--- config.mk ---
export PLATFORM = sky130hd
export DESIGN_NAME = eag_effective_address_generator
export DESIGN_NICKNAME = d
export VERILOG_FILES = /design/src/eag_effective_address_generator.v
export VERILOG_INCLUDE_DIRS = /design/src
export SDC_FILE = /design/constraint.sdc
export NUM_CORES = 1
export LEC_CHECK = 0
export ABC_CLOCK_PERIOD_IN_PS = 9000
export BUFFER_PORTS_ARGS = -buffer_cell sky130_fd_sc_hd__buf_2
export CORE_AREA = 2 2 191 193
export DETAILED_ROUTE_END_ITERATION = 12
export DIE_AREA = 0 0 193 195
export GPL_ROUTABILITY_DRIVEN = 1
export PLACE_DENSITY = 0.74
export SYNTH_ARGS = -nofsm -noshare
export SYNTH_HDL_FRONTEND = slang
export SYNTH_SLANG_ARGS = --single-unit
--- constraint.sdc ---
create_clock -name clk_in -period 9 [get_ports clk_in]
set_input_delay 0 -clock clk_in [delete_from_list [all_inputs] [get_ports clk_in]]
set_output_delay 0 -clock clk_in [all_outputs]
set_load 0.03 [all_outputs]
--- src/eag_defs.vh ---
// constants for the effective address generator
`ifndef EAG_DEFS_VH
`define EAG_DEFS_VH

// operation kinds presented with a request
`define EAG_OP_MEM      3'h0
`define EAG_OP_IMM      3'h1
`define EAG_OP_IO_DIR   3'h2
`define EAG_OP_IO_IND   3'h3
`define EAG_OP_STRING   3'h4

// addressing-mode byte fields
`define EAG_MOD_HI      7
`define EAG_MOD_LO      6
`define EAG_RM_HI       2
`define EAG_RM_LO       0

// mode field values
`define EAG_MOD_NODISP  2'h0
`define EAG_MOD_DISP8   2'h1
`define EAG_MOD_DISP16  2'h2
`define EAG_MOD_REG     2'h3

// rm field values
`define EAG_RM_BASE_SRC 3'h0
`define EAG_RM_BASE_DST 3'h1
`define EAG_RM_FRM_SRC  3'h2
`define EAG_RM_FRM_DST  3'h3
`define EAG_RM_SRC      3'h4
`define EAG_RM_DST      3'h5
`define EAG_RM_FRM      3'h6
`define EAG_RM_BASE     3'h7

// segment selector codes
`define EAG_SEG_EXTRA   2'h0
`define EAG_SEG_CODE    2'h1
`define EAG_SEG_STACK   2'h2
`define EAG_SEG_DATA    2'h3

// general register slots in the packed register bus
`define EAG_REG_PORT    3'h2
`define EAG_REG_BASE    3'h3
`define EAG_REG_FRM     3'h5
`define EAG_REG_SRC     3'h6
`define EAG_REG_DST     3'h7

// widths and step sizes
`define EAG_SEG_SHIFT   4
`define EAG_STEP_BYTE   16'h0001
`define EAG_STEP_WORD   16'h0002
`define EAG_ZERO16      16'h0000
`define EAG_ZERO8       8'h00
`define EAG_ONES8       8'hff
`define EAG_ZERO4       4'h0
`define EAG_ONE_CYCLE   2'h1
`define EAG_TWO_CYCLES  2'h2

`endif

--- src/eag_effective_address_generator.v ---
// effective, physical, port and string address generation for the core
`timescale 1ns/10ps
`default_nettype none
`include "eag_defs.vh"

// Behaviour
// - physical address is offset plus shifted segment, twenty bits wide
// - offset is an unsigned sixteen-bit byte distance into the segment
// - addressing-mode byte decides how each memory offset is formed
// - offset sums displacement, base and index; any subset may appear
// - displacement is an eight- or sixteen-bit constant from the instruction
// - base is general base or frame pointer; index is source or dest index
// - frame-pointer base defaults to stack segment; override may change it
// - direct mode uses no register: offset equals displacement
// - register indirect uses base or index; jumps accept any general register
// - based mode adds displacement to general base or frame pointer
// - indexed mode adds displacement to source or destination index
// - based index mode adds base, index and displacement
// - strings use source index in data segment or the override segment, dest index in extra segment
// - string operations update both index registers to the next element
// - direct port number is an eight-bit immediate, ports 0 to 255
// - indirect port number comes from the port number register, to 65535
// - immediates are eight or sixteen bits, no bus cycle, source only
// - register-only operations start no bus cycle
// - memory operands run one or more bus cycles at the physical address
// - signed byte and word operands are two's complement
// - packed decimal byte holds one digit in each nibble
// - a 32-bit pointer splits into segment selector and offset halves
// - direction flag clear increments the indices, set decrements them
// - indices step by one for bytes and by two for words
module eag_effective_address_generator #(
	parameter OFS_W = 16,
	parameter PHY_W = 20
) (
	input  wire              clk_in,
	input  wire              rst_n_in,
	input  wire              req_in,
	input  wire [2:0]        op_kind_in,
	input  wire [7:0]        mode_byte_in,
	input  wire [7:0]        disp_lo_in,
	input  wire [7:0]        disp_hi_in,
	input  wire              word_in,
	input  wire              jump_instruction_in,
	input  wire [127:0]      gen_regs_in,
	input  wire [15:0]       extra_segment_register_in,
	input  wire [15:0]       code_segment_in,
	input  wire [15:0]       stack_segment_in,
	input  wire [15:0]       data_segment_register_in,
	input  wire              seg_override_in,
	input  wire [1:0]        seg_override_sel_in,
	input  wire              direction_flag_in,
	input  wire [15:0]       operand_data_in,
	input  wire [31:0]       pointer_data_in,
	output wire              done_out,
	output wire [OFS_W-1:0]  operand_offset_out,
	output wire [PHY_W-1:0]  phys_addr_out,
	output wire [1:0]        seg_sel_out,
	output wire              mem_cycle_req_out,
	output wire [1:0]        mem_cycle_count_out,
	output wire              reg_only_out,
	output wire [15:0]       jump_target_out,
	output wire              imm_valid_out,
	output wire [15:0]       imm_value_out,
	output wire              io_req_out,
	output wire [15:0]       io_port_out,
	output wire              str_valid_out,
	output wire [PHY_W-1:0]  str_src_phys_out,
	output wire [PHY_W-1:0]  str_dst_phys_out,
	output wire [15:0]       src_index_next_out,
	output wire [15:0]       destination_index_register_next_out,
	output wire [15:0]       signed_operand_out,
	output wire [3:0]        bcd_high_digit_out,
	output wire [3:0]        bcd_low_digit_out,
	output wire [15:0]       ptr_selector_out,
	output wire [15:0]       ptr_offset_out
);

	// reset release synchroniser
	reg        rst_meta_ff;
	reg        rst_sync_ff;

	always @(posedge clk_in or negedge rst_n_in) begin
		if (!rst_n_in) begin
			rst_meta_ff <= 1'b0;
			rst_sync_ff <= 1'b0;
		end else begin
			rst_meta_ff <= 1'b1;
			rst_sync_ff <= rst_meta_ff;
		end
	end

	// unpack the eight general registers
	wire [15:0] gen_reg [0:7];
	genvar gi;
	generate
		for (gi = 0; gi < 8; gi = gi + 1) begin : g_regs
			assign gen_reg[gi] = gen_regs_in[gi*16 +: 16];
		end
	endgenerate

	wire [15:0] general_base_register      = gen_reg[`EAG_REG_BASE];
	wire [15:0] stack_frame_pointer        = gen_reg[`EAG_REG_FRM];
	wire [15:0] source_index               = gen_reg[`EAG_REG_SRC];
	wire [15:0] destination_index_register = gen_reg[`EAG_REG_DST];
	wire [15:0] port_number_register       = gen_reg[`EAG_REG_PORT];

	wire [1:0] mode_fld = mode_byte_in[`EAG_MOD_HI:`EAG_MOD_LO];
	wire [2:0] rm_fld   = mode_byte_in[`EAG_RM_HI:`EAG_RM_LO];

	// address composition
	reg  [15:0] disp_val;
	reg  [15:0] base_val;
	reg  [15:0] index_val;
	reg         frame_base;
	reg  [1:0]  seg_pick;
	reg  [15:0] seg_val;
	reg  [15:0] nxt_offset;
	reg  [16:0] offset_sum;

	always @* begin
		disp_val   = `EAG_ZERO16;
		base_val   = `EAG_ZERO16;
		index_val  = `EAG_ZERO16;
		frame_base = 1'b0;
		// eight-bit displacement is sign-extended, sixteen taken whole
		case (mode_fld)
			`EAG_MOD_DISP8: begin
				disp_val = {{8{disp_lo_in[7]}}, disp_lo_in};
			end
			`EAG_MOD_DISP16: begin
				disp_val = {disp_hi_in, disp_lo_in};
			end
			`EAG_MOD_NODISP: begin
				if (rm_fld == `EAG_RM_FRM) begin
					disp_val = {disp_hi_in, disp_lo_in};
				end
			end
			default: begin
				disp_val = `EAG_ZERO16;
			end
		endcase
		// base and index selection per rm field
		case (rm_fld)
			`EAG_RM_BASE_SRC: begin
				base_val  = general_base_register;
				index_val = source_index;
			end
			`EAG_RM_BASE_DST: begin
				base_val  = general_base_register;
				index_val = destination_index_register;
			end
			`EAG_RM_FRM_SRC: begin
				base_val   = stack_frame_pointer;
				index_val  = source_index;
				frame_base = 1'b1;
			end
			`EAG_RM_FRM_DST: begin
				base_val   = stack_frame_pointer;
				index_val  = destination_index_register;
				frame_base = 1'b1;
			end
			`EAG_RM_SRC: begin
				index_val = source_index;
			end
			`EAG_RM_DST: begin
				index_val = destination_index_register;
			end
			`EAG_RM_FRM: begin
				// no-displacement form here is direct addressing
				if (mode_fld != `EAG_MOD_NODISP) begin
					base_val   = stack_frame_pointer;
					frame_base = 1'b1;
				end
			end
			`EAG_RM_BASE: begin
				base_val = general_base_register;
			end
			default: begin
				base_val = `EAG_ZERO16;
			end
		endcase
		// carry beyond bit 15 is dropped so the offset wraps
		offset_sum = {1'b0, disp_val} + {1'b0, base_val} + {1'b0, index_val};
		nxt_offset = offset_sum[15:0];
		// segment choice: override wins, else frame base picks stack
		if (seg_override_in) begin
			seg_pick = seg_override_sel_in;
		end else if (frame_base) begin
			seg_pick = `EAG_SEG_STACK;
		end else begin
			seg_pick = `EAG_SEG_DATA;
		end
		case (seg_pick)
			`EAG_SEG_EXTRA: seg_val = extra_segment_register_in;
			`EAG_SEG_CODE:  seg_val = code_segment_in;
			`EAG_SEG_STACK: seg_val = stack_segment_in;
			default:        seg_val = data_segment_register_in;
		endcase
	end

	// shift segment four places and add the offset, twenty-bit result
	function [19:0] phys_of;
		input [15:0] seg;
		input [15:0] ofs;
		begin
			phys_of = {seg, `EAG_ZERO4} + {`EAG_ZERO4, ofs};
		end
	endfunction

	// string step size and direction
	wire [15:0] str_step = word_in ? `EAG_STEP_WORD : `EAG_STEP_BYTE;
	wire [15:0] nxt_src_idx = direction_flag_in ? (source_index - str_step)
					: (source_index + str_step);
	wire [15:0] nxt_dst_idx = direction_flag_in
					? (destination_index_register - str_step)
					: (destination_index_register + str_step);
	wire [15:0] str_src_seg = seg_override_in ? seg_val
					: data_segment_register_in;

	wire is_mem     = req_in && (op_kind_in == `EAG_OP_MEM);
	wire is_reg     = is_mem && (mode_fld == `EAG_MOD_REG);
	wire is_mem_bus = is_mem && (mode_fld != `EAG_MOD_REG);
	wire is_str     = req_in && (op_kind_in == `EAG_OP_STRING);
	// odd word access needs a second bus cycle
	wire split_word = word_in && nxt_offset[0];

	// output flops; every port is a plain copy of one of these
	reg              done_ff;
	reg  [OFS_W-1:0] operand_offset_ff;
	reg  [PHY_W-1:0] phys_addr_ff;
	reg  [1:0]       seg_sel_ff;
	reg              mem_cycle_req_ff;
	reg  [1:0]       mem_cycle_count_ff;
	reg              reg_only_ff;
	reg  [15:0]      jump_target_ff;
	reg              imm_valid_ff;
	reg  [15:0]      imm_value_ff;
	reg              io_req_ff;
	reg  [15:0]      io_port_ff;
	reg              str_valid_ff;
	reg  [PHY_W-1:0] str_src_phys_ff;
	reg  [PHY_W-1:0] str_dst_phys_ff;
	reg  [15:0]      src_index_next_ff;
	reg  [15:0]      destination_index_register_next_ff;
	reg  [15:0]      signed_operand_ff;
	reg  [3:0]       bcd_high_digit_ff;
	reg  [3:0]       bcd_low_digit_ff;
	reg  [15:0]      ptr_selector_ff;
	reg  [15:0]      ptr_offset_ff;

	assign done_out = done_ff;
	assign operand_offset_out = operand_offset_ff;
	assign phys_addr_out = phys_addr_ff;
	assign seg_sel_out = seg_sel_ff;
	assign mem_cycle_req_out = mem_cycle_req_ff;
	assign mem_cycle_count_out = mem_cycle_count_ff;
	assign reg_only_out = reg_only_ff;
	assign jump_target_out = jump_target_ff;
	assign imm_valid_out = imm_valid_ff;
	assign imm_value_out = imm_value_ff;
	assign io_req_out = io_req_ff;
	assign io_port_out = io_port_ff;
	assign str_valid_out = str_valid_ff;
	assign str_src_phys_out = str_src_phys_ff;
	assign str_dst_phys_out = str_dst_phys_ff;
	assign src_index_next_out = src_index_next_ff;
	assign destination_index_register_next_out =
		destination_index_register_next_ff;
	assign signed_operand_out = signed_operand_ff;
	assign bcd_high_digit_out = bcd_high_digit_ff;
	assign bcd_low_digit_out = bcd_low_digit_ff;
	assign ptr_selector_out = ptr_selector_ff;
	assign ptr_offset_out = ptr_offset_ff;

	always @(posedge clk_in or negedge rst_sync_ff) begin
		if (!rst_sync_ff) begin
			done_ff                            <= 1'b0;
			operand_offset_ff                  <= {OFS_W{1'b0}};
			phys_addr_ff                       <= {PHY_W{1'b0}};
			seg_sel_ff                         <= `EAG_SEG_DATA;
			mem_cycle_req_ff                   <= 1'b0;
			mem_cycle_count_ff                 <= `EAG_ONE_CYCLE;
			reg_only_ff                        <= 1'b0;
			jump_target_ff                     <= `EAG_ZERO16;
			imm_valid_ff                       <= 1'b0;
			imm_value_ff                       <= `EAG_ZERO16;
			io_req_ff                          <= 1'b0;
			io_port_ff                         <= `EAG_ZERO16;
			str_valid_ff                       <= 1'b0;
			str_src_phys_ff                    <= {PHY_W{1'b0}};
			str_dst_phys_ff                    <= {PHY_W{1'b0}};
			src_index_next_ff                  <= `EAG_ZERO16;
			destination_index_register_next_ff <= `EAG_ZERO16;
			signed_operand_ff                  <= `EAG_ZERO16;
			bcd_high_digit_ff                  <= `EAG_ZERO4;
			bcd_low_digit_ff                   <= `EAG_ZERO4;
			ptr_selector_ff                    <= `EAG_ZERO16;
			ptr_offset_ff                      <= `EAG_ZERO16;
		end else begin
			done_ff          <= req_in;
			mem_cycle_req_ff <= is_mem_bus;
			reg_only_ff      <= is_reg;
			imm_valid_ff     <= req_in && (op_kind_in == `EAG_OP_IMM);
			io_req_ff        <= req_in && ((op_kind_in == `EAG_OP_IO_DIR)
					|| (op_kind_in == `EAG_OP_IO_IND));
			str_valid_ff     <= is_str;
			if (is_mem_bus) begin
				operand_offset_ff  <= nxt_offset;
				phys_addr_ff       <= phys_of(seg_val, nxt_offset);
				seg_sel_ff         <= seg_pick;
				mem_cycle_count_ff <= split_word ? `EAG_TWO_CYCLES
						: `EAG_ONE_CYCLE;
			end
			// register form of a jump takes any general register
			if (is_reg && jump_instruction_in) begin
				jump_target_ff <= gen_reg[rm_fld];
			end
			if (req_in && (op_kind_in == `EAG_OP_IMM)) begin
				imm_value_ff <= word_in ? {disp_hi_in, disp_lo_in}
						: {`EAG_ZERO8, disp_lo_in};
			end
			if (req_in && (op_kind_in == `EAG_OP_IO_DIR)) begin
				io_port_ff <= {`EAG_ZERO8, disp_lo_in};
			end else if (req_in && (op_kind_in == `EAG_OP_IO_IND)) begin
				io_port_ff <= port_number_register;
			end
			if (is_str) begin
				str_src_phys_ff <= phys_of(str_src_seg, source_index);
				str_dst_phys_ff <= phys_of(extra_segment_register_in,
						destination_index_register);
				src_index_next_ff                  <= nxt_src_idx;
				destination_index_register_next_ff <= nxt_dst_idx;
			end
			if (req_in) begin
				// byte operands sign-extend from bit 7
				signed_operand_ff <= word_in ? operand_data_in
						: {(operand_data_in[7] ? `EAG_ONES8 : `EAG_ZERO8),
						operand_data_in[7:0]};
				bcd_high_digit_ff <= operand_data_in[7:4];
				bcd_low_digit_ff  <= operand_data_in[3:0];
				ptr_selector_ff   <= pointer_data_in[31:16];
				ptr_offset_ff     <= pointer_data_in[15:0];
			end
		end
	end

endmodule
`default_nettype wire

==> results.yml, run 1 <==
worst_setup_path:
  critical_path.startpoint_type: "input port"
  path_common_cell: "a21oi_1"
  regToRegSetupSlack_ps: 6880
  timing.rr.start: "rst_sync_ff"
  cp.buffers_inverters: 3
  timing.critical_path.required_ps: 9470
  timing.critical_path.max_delay_family: "compound AO/OA/AOI/OAI gates"
  cp_data_arrival_time_ps: 6460
  cp-end-kind: "register"
  worstReg2RegEnd: "str_dst_phys_out[11]"
  worst-path-max-fanout: 25
  reg2reg_depth: 2
  crit_path_top_delay_cell: "buf_2"
  max_stage_delay_ps: 620
  worst-setup-path-type: "input port to register"
layout:
  design.final.nets: 2504
  mostFrequentLayoutCell: "buf_2"
  drive_gt1_share_pct: 29.62
  highest_count_cells_in_the_layout_ignoring_fill_and_taps: "buf_2, nand2_1, dfrtp_1"
  syn_to_final_growth_pct: 35.86
drt:
  vias: 14210
  drt-initial-drc-count: 908
  routedWlPerCell_um: 20.57
  detailedRoute.firstPassIterationCount: 5
  postRouteWirelength_um: 53710
  drcViolationCount: 0
  antenna_left: 0
  via_per_instance_ratio: 5.441
synth:
  synth_xor_area_share_pct: 4.579
  netlist.top_cell.by_area: "dfrtp_1"
  synthSimpleGateAreaFrac_pct: 13.93
  synth_ff_type: "dfrtp_1"
  avgSynthCellArea_um2: 9.091
  post_synth_fa_ha_maj_area_fraction_pct: 10.11
  synth_seq_cells: 212
  synth.yosys.warnings: 0
  synth-edff-count: 0
  ys_top_cells_by_area: "dfrtp_1, nand2_1, ha_1, o21ai_0, mux2_2"
  yosys-mux-area-fraction_pct: 12.58
  synth_compound_area_share_pct: 16.37
  seq_area_frac_synth_pct: 38.09
  yosys.area.top_type_share_pct: 37.53
  synthDistinctLibCells: 65
  asyncSetResetFlopFracSynth_pct: 100.0
  synth_top_family_by_area: "compound AO/OA/AOI/OAI gates"
  syn-num-nets: 1909
  cell_area_after_technology_mapping_um2: 13940
  syn-instance-count: 1533
floorplan:
  die_x_um: 193
  core_area_um2: 35400
  initial_core_util_pct: 39.37
  floorplan.io_pins: 498
  fp.dieArea_um2: 37640
  std_cell_rows: 69
  die_h_um: 195
place:
  dp_hpwl_um: 41270
  gp_congestion: 0.9488
  portBuffers: 494
global_route:
  grt_pass1_wl_um: 80610
  initial_antenna_violation_count: 6
  grt_pass1_vias: 14230
  grt_max_degree: 74
  grtUsageTotal_pct: 28.02
  grt.met2_usage_pct: 46.82
  grtUsageMet1_pct: 35.49
  top_usage_layer: "met2"
  grt_use_met3_pct: 5.464
  global_route.overflow_total: 0
clocking:
  worst_skew_pair.late_latency_ps: 540
  tritoncts: "yes"
  cts_setup_buffers: 0
  post_cts_sizing_count: 0
  clk_root_buffer_cell: "clkbuf_16"
  clkSinkCount: 212
  clock_tree.buffer_depth: 3
  post_cts_hold_buffers: 147
  clkSlewWorstSetupHoldPaths_ps: 60
  clock_tree.htree_level_count: 1
  numCtsBuffers: 24
timing:
  fin_worst_hold_slack_ps: 9.445
  final-max-slew-violation-count: 0
  number_of_setup_violations_in_the_final_report: 0
  slew-limit-headroom_pct: 13.17
  layout_min_cycle_time_ps: 5996
  grt_setup_unrepaired: "no"
  period_share_pct: 66.63
  slew_at_the_pin_closest_to_its_max_slew_limit_ps: 1302
  fmaxAchievable_mhz: 166.8
  hold_viol_final: 0
  finalClockSkew_ps: 17.91
  fin_tns_setup_ps: 0
worst_hold_path:
  worst_hold_path_type: "input port to register"
  hold_end: "jump_target_out[1]"
  hold_path_depth: 4
  holdCritStartpoint: "gen_regs_in[1]"
power_and_ir_drop:
  portion_of_total_power_attributed_to_the_clock_network_pct: 22.5
  power_switching_share_pct: 42.40
  net-switching-power_mw: 1.729
  pwr_per_cell_area_nw_per_um2: 215.3
  power.share.combinational_pct: 45.9
  power.sequential.fraction_pct: 31.6
  peakVddDrop_mv: 0.1705
  static-leakage-power_nw: 9.648
  internal_power_mw: 2.348
job:
  maxCapViolCount: 0
status:
  outcome: "completed"
==> metal layers <==
| metal | vias to the layer above | wire length [um] |
|---|---|---|
| met1 | 6784 | 21630 |
| li1 | 6511 | - |
| met2 | 745 | 25330 |
| met4 | 0 | 2226 |
| met3 | 167 | 4522 |
| met5 | - | 0 |
==> worst min-delay path, stage by stage <==
cell	delay [ps]
buf_2	80
mux4_2	220
mux2i_1	70
o21ai_0	130
==> layout make-up <==
class / instances / area, um2
Antenna cell: 6 / 15.01
Clock buffer: 39 / 686.9
Clock inverter: 3 / 26.28
Fill cell: 3127 / 16460
Inverter: 63 / 236.5
Multi-Input combinational cell: 1175 / 8051
Sequential cell: 212 / 5313
Tap cell: 461 / 576.8
Timing Repair Buffer: 652 / 4029
==> flip-flops by register name, indices dropped and copies added (netlist names) <==
| name | flops |
|---|---|
| str_dst_phys_out | 20 |
| str_src_phys_out | 20 |
| destination_index_register_next_out | 16 |
| imm_value_out | 16 |
| io_port_out | 16 |
| jump_target_out | 16 |
| operand_offset_out | 16 |
| phys_addr_out | 16 |
| ptr_offset_out | 16 |
| ptr_selector_out | 16 |
| signed_operand_out | 16 |
| src_index_next_out | 16 |
| mem_cycle_count_out | 2 |
| seg_sel_out | 2 |
| done_out | 1 |
| imm_valid_out | 1 |
| io_req_out | 1 |
| mem_cycle_req_out | 1 |
| reg_only_out | 1 |
| rst_meta_ff | 1 |
| rst_sync_ff | 1 |
| str_valid_out | 1 |
==> power groups by stage <==
stage	registers (mW)	clock network, mW	logic (mW)
after floorplan	1.71	0	0.821
after global placement	1.29	0	1.77
after detailed placement	1.30	0	1.81
after CTS	1.29	0.932	1.87
after global routing	1.31	0.972	2.03
final	1.29	0.919	1.87
==> how the worst max path moves through the flow <==
stage / to / depth (start not counted) / slack [ps] / startpoint
finish: phys_addr_out[17] / 25 / 3000 / mode_byte_in[2]
global route: phys_addr_out[17] / 25 / 2410 / mode_byte_in[2]
CTS: phys_addr_out[17] / 25 / 3020 / mode_byte_in[2]
detailed placement: phys_addr_out[17] / 25 / 2460 / mode_byte_in[2]
global placement: phys_addr_out[17] / 25 / 2690 / mode_byte_in[2]
floorplan: destination_index_register_next_out[0] / 0 / 2660 / rst_sync_ff
==> synthesized netlist by cell type, types with 4 or more instances <==
| master | n |
|---|---|
| nand2b_1 | 4 |
| mux2_2 | 63 |
| or2_2 | 4 |
| nand2_1 | 332 |
| o21ai_1 | 4 |
| ha_1 | 79 |
| and3_1 | 7 |
| nor2b_1 | 13 |
| mux4_2 | 16 |
| dfrtp_1 | 209 |
| o31ai_1 | 12 |
| a211oi_1 | 14 |
| mux2i_1 | 66 |
| o21a_1 | 15 |
| o21ai_0 | 174 |
| buf_1 | 14 |
| xnor2_1 | 45 |
| fa_1 | 21 |
| a31oi_1 | 7 |
| nor3_1 | 18 |
| a21boi_0 | 6 |
| a21o_1 | 20 |
| a22oi_1 | 14 |
| nand3_1 | 14 |
| o21bai_1 | 13 |
| inv_1 | 60 |
| or3_1 | 4 |
| xor2_1 | 26 |
| clkbuf_1 | 53 |
| nor2_1 | 64 |
| buf_4 | 13 |
| a21oi_1 | 83 |
==> metrics by stage <==
stage               instances  utilization [%]  total power [mW]  worst slack, ps  cell area [um2]
floorplan                1533                -             2.531             2660            13940
global placement         2416            47.28             3.058             2686            16730
detailed placement       2416            47.28             3.105             2460            16730
CTS                      2605            53.45             4.090             3022            18920
global route             2611            53.49             4.317             2408            18930
finish                   2611            53.49             4.077             3004            18930
==> kinds of logic (layout without fill, tap and decap cells) <==
family | Yosys count | in the layout
simple gates | 472 | 472
compound gates | 384 | 384
flops | 212 | 212
mux | 146 | 146
buf+inv | 146 | 757
fa+ha+maj | 100 | 100
xor+xnor | 72 | 72
other cells | 1 | 7
Power figures use the tool's default switching activity.
==> run 2: changes to the inputs <==
--- a/config.mk
+++ b/config.mk
@@ -6,13 +6,14 @@
 export SDC_FILE = /design/constraint.sdc
 export NUM_CORES = 1
 export LEC_CHECK = 0
-export ABC_CLOCK_PERIOD_IN_PS = 9000
+export ABC_AREA = 1
+export ABC_CLOCK_PERIOD_IN_PS = 5450
 export BUFFER_PORTS_ARGS = -buffer_cell sky130_fd_sc_hd__buf_2
-export CORE_AREA = 2 2 191 193
+export CORE_AREA = 2 2 195 197
 export DETAILED_ROUTE_END_ITERATION = 12
-export DIE_AREA = 0 0 193 195
+export DIE_AREA = 0 0 197 199
 export GPL_ROUTABILITY_DRIVEN = 1
-export PLACE_DENSITY = 0.74
+export PLACE_DENSITY = 0.76
 export SYNTH_ARGS = -nofsm -noshare
 export SYNTH_HDL_FRONTEND = slang
 export SYNTH_SLANG_ARGS = --single-unit
==> constraint.sdc (replaced) <==
create_clock -name clk_in -period 5.45 [get_ports clk_in]
set_input_delay 0 -clock clk_in [delete_from_list [all_inputs] [get_ports clk_in]]
set_output_delay 0 -clock clk_in [all_outputs]
set_load 0.03 [all_outputs]
==> results.yml, run 2 <==
timing:
  fin_tns_setup_ps: 0
  slew_at_the_pin_closest_to_its_max_slew_limit_ps: 1171
  fmaxAchievable_mhz: 211.0
  slew-limit-headroom_pct: 21.82
  grt_setup_unrepaired: "no"
  finalClockSkew_ps: 14.14
  layout_min_cycle_time_ps: 4740
  period_share_pct: 86.98
  number_of_setup_violations_in_the_final_report: 0
  final-max-slew-violation-count: 0
  hold_viol_final: 0
drt:
  antenna_left: 0
  via_per_instance_ratio: 5.285
  maxUsedRoutingLayer: "met4"
  drt-initial-drc-count: 1288
  postRouteWirelength_um: 61370
  routedWlPerCell_um: 19.55
  vias: 16590
  dr_wl_met3_um: 4894
  met2RoutedLength_um: 29140
  met1_wirelength_um: 24180
  drcViolationCount: 0
  detailedRoute.firstPassIterationCount: 6
clocking:
  clock_tree.htree_level_count: 1
  tritoncts: "yes"
  clk_root_buffer_cell: "clkbuf_16"
  clock_tree.buffer_depth: 3
  numCtsBuffers: 26
  worst_skew_pair.late_latency_ps: 560
  cts_setup_buffers: 0
  clkSinkCount: 212
  post_cts_hold_buffers: 206
  post_cts_sizing_count: 0
  clkSlewWorstSetupHoldPaths_ps: 60
synth:
  synthDistinctLibCells: 52
  synth_ff_type: "dfrtp_1"
  ys_top_cells_by_area: "dfrtp_1, nand2_1, ha_1, inv_1, o21ai_0"
  syn-instance-count: 1977
  syn-num-nets: 2353
  seq_area_frac_synth_pct: 36.67
  netlist.top_cell.by_area: "dfrtp_1"
  synth_seq_cells: 212
  synth-edff-count: 0
  synthMostInstantiatedCell: "nand2_1"
  cell_area_after_technology_mapping_um2: 14480
  asyncSetResetFlopFracSynth_pct: 100.0
  synth.yosys.warnings: 0
  avgSynthCellArea_um2: 7.324
  yosys.area.top_type_share_pct: 36.12
  synth_common_cells: "nand2_1, inv_1, dfrtp_1, o21ai_0, nand3_1"
layout:
  highest_count_cells_in_the_layout_ignoring_fill_and_taps: "nand2_1, buf_2, inv_1"
  postLayoutCellArea_um2: 20300
  syn_to_final_growth_pct: 40.20
  drive_gt1_share_pct: 22.96
  mostFrequentLayoutCell: "nand2_1"
  design.final.nets: 3013
  fillCellCount: 3433
place:
  gp_congestion: 0.9195
  placedInstanceArea_um2: 17330
  dp_hpwl_um: 46650
  portBuffers: 494
job:
  maxCapViolCount: 0
worst_setup_path:
  worst-setup-path-type: "input port to register"
  crit_path_top_delay_cell: "dlygate4sd3_1"
  worst-path-max-fanout: 16
  worstReg2RegEnd: "phys_addr_out[19]"
  timing.critical_path.required_ps: 5900
  critical_path.startpoint_type: "input port"
  cp_data_arrival_time_ps: 5190
  cp-end-kind: "register"
  regToRegSetupSlack_ps: 3830
  max_stage_delay_ps: 540
  timing.rr.start: "rst_sync_ff"
  timing.critical_path.from: "mode_byte_in[2]"
  reg2reg_depth: 1
  worstSetupEndpoint: "phys_addr_out[16]"
  path_common_cell: "nand2_1"
status:
  outcome: "completed"
floorplan:
  die_h_um: 199
  std_cell_rows: 71
  floorplan.io_pins: 498
  initial_core_util_pct: 38.99
  core_area_um2: 37130
  die_x_um: 197
  fp.dieArea_um2: 39200
global_route:
  global_route.overflow_total: 0
  initial_antenna_violation_count: 7
  grt_pass1_vias: 16420
  grt_max_degree: 115
  grtUsageTotal_pct: 30.37
  grt_pass1_wl_um: 91440
power_and_ir_drop:
  static-leakage-power_nw: 10.96
  peakVddDrop_mv: 0.2316
  pwr_per_cell_area_nw_per_um2: 354.1
worst_hold_path:
  worst_hold_path_type: "input port to register"
==> run 2: cell types whose count changed after synthesis, sizes merged, moves of 14 or more <==
cell	previous run	this run
a211oi	14	0
a21o	20	2
a221oi	0	22
inv	61	260
mux2	63	2
mux2i	67	0
mux4	16	0
nand2	332	646
nand3	14	135
nand4	3	25
nor2b	14	0
o22ai	1	36
xnor2	46	27
==> run 2: worst max-delay path, delay by kind of cell <==
| kind | cells | cell delay, ps |
|---|---|---|
| fa+ha+maj | 4 | 1440 |
| simple gates | 14 | 1340 |
| buf+inv | 6 | 1080 |
| compound gates | 4 | 990 |
| xor+xnor | 1 | 330 |
==> run 2: how the worst min path moves through the flow <==
stage / from / endpoint / cells past startpoint
3_3_place_gp: rst_n_in / rst_meta_ff / 1
5_1_grt: extra_segment_register_in[6] / str_dst_phys_out[10] / 4
6_report: extra_segment_register_in[10] / str_dst_phys_out[14] / 4
2_1_floorplan: rst_n_in / rst_meta_ff / 0
3_5_place_dp: rst_n_in / rst_meta_ff / 1
4_1_cts: gen_regs_in[126] / destination_index_register_next_out[15] / 5
==> run 2: cell type report <==
class	count	area (um2)	share of cell area, %
clock buffer	36	728.2	3.587
inverter	261	979.7	4.826
multi-input combinational	1420	7836	38.60
sequential	212	5313	26.17
timing repair buffer	716	4667	22.99
tap	474	593.1	2.922
antenna	8	20.02	0.09862
clock inverter	12	162.7	0.8013
==> run 2: metal layers <==
layer,vias to the layer above,global-route usage (%)
met1,7769,37.25
met2,843,51.08
met3,195,5.680
li1,7784,-
met5,-,0
met4,0,15.68
==> run 2: kinds of logic (layout without fill, tap and decap cells) <==
| group | after synthesis | count (layout) | share of synthesized area [%] |
|---|---|---|---|
| AOI/OAI and AO/OA | 372 | 372 | 15.08 |
| and+or+nand+nor | 893 | 893 | 25.83 |
| other | 1 | 9 | 0.02590 |
| muxes | 2 | 2 | 0.1555 |
| buffers and inverters | 345 | 1025 | 9.367 |
| xor gates and xnor gates | 52 | 52 | 3.146 |
| DFF | 212 | 212 | 36.67 |
| adders and majority gates | 100 | 100 | 9.730 |
==> run 2: metrics by stage <==
| stage | setup slack, ps | utilization (%) | hold WS (ps) | power (mW) | instances |
|---|---|---|---|---|---|
| finish | 709.7 | 54.67 | 22.25 | 7.187 | 3139 |
| global route | 331.2 | 54.64 | 31.80 | 7.587 | 3135 |
| global placement | 834.9 | 46.66 | -209.6 | 5.161 | 2877 |
| detailed placement | 740.2 | 46.66 | -208.2 | 5.223 | 2877 |
| floorplan | 1397 | - | -295.6 | 4.223 | 1977 |
| CTS | 760.0 | 54.61 | 2.910 | 7.173 | 3131 |
==> run 2: where the power goes <==
part / internal, mW / switching (mW) / leakage [nW]
Combinational: 1.06 / 2.17 / 7.93
Clock: 1.08 / 0.738 / 0.430
Sequential: 1.92 / 0.221 / 2.60
Total: 4.06 / 3.13 / 11.0
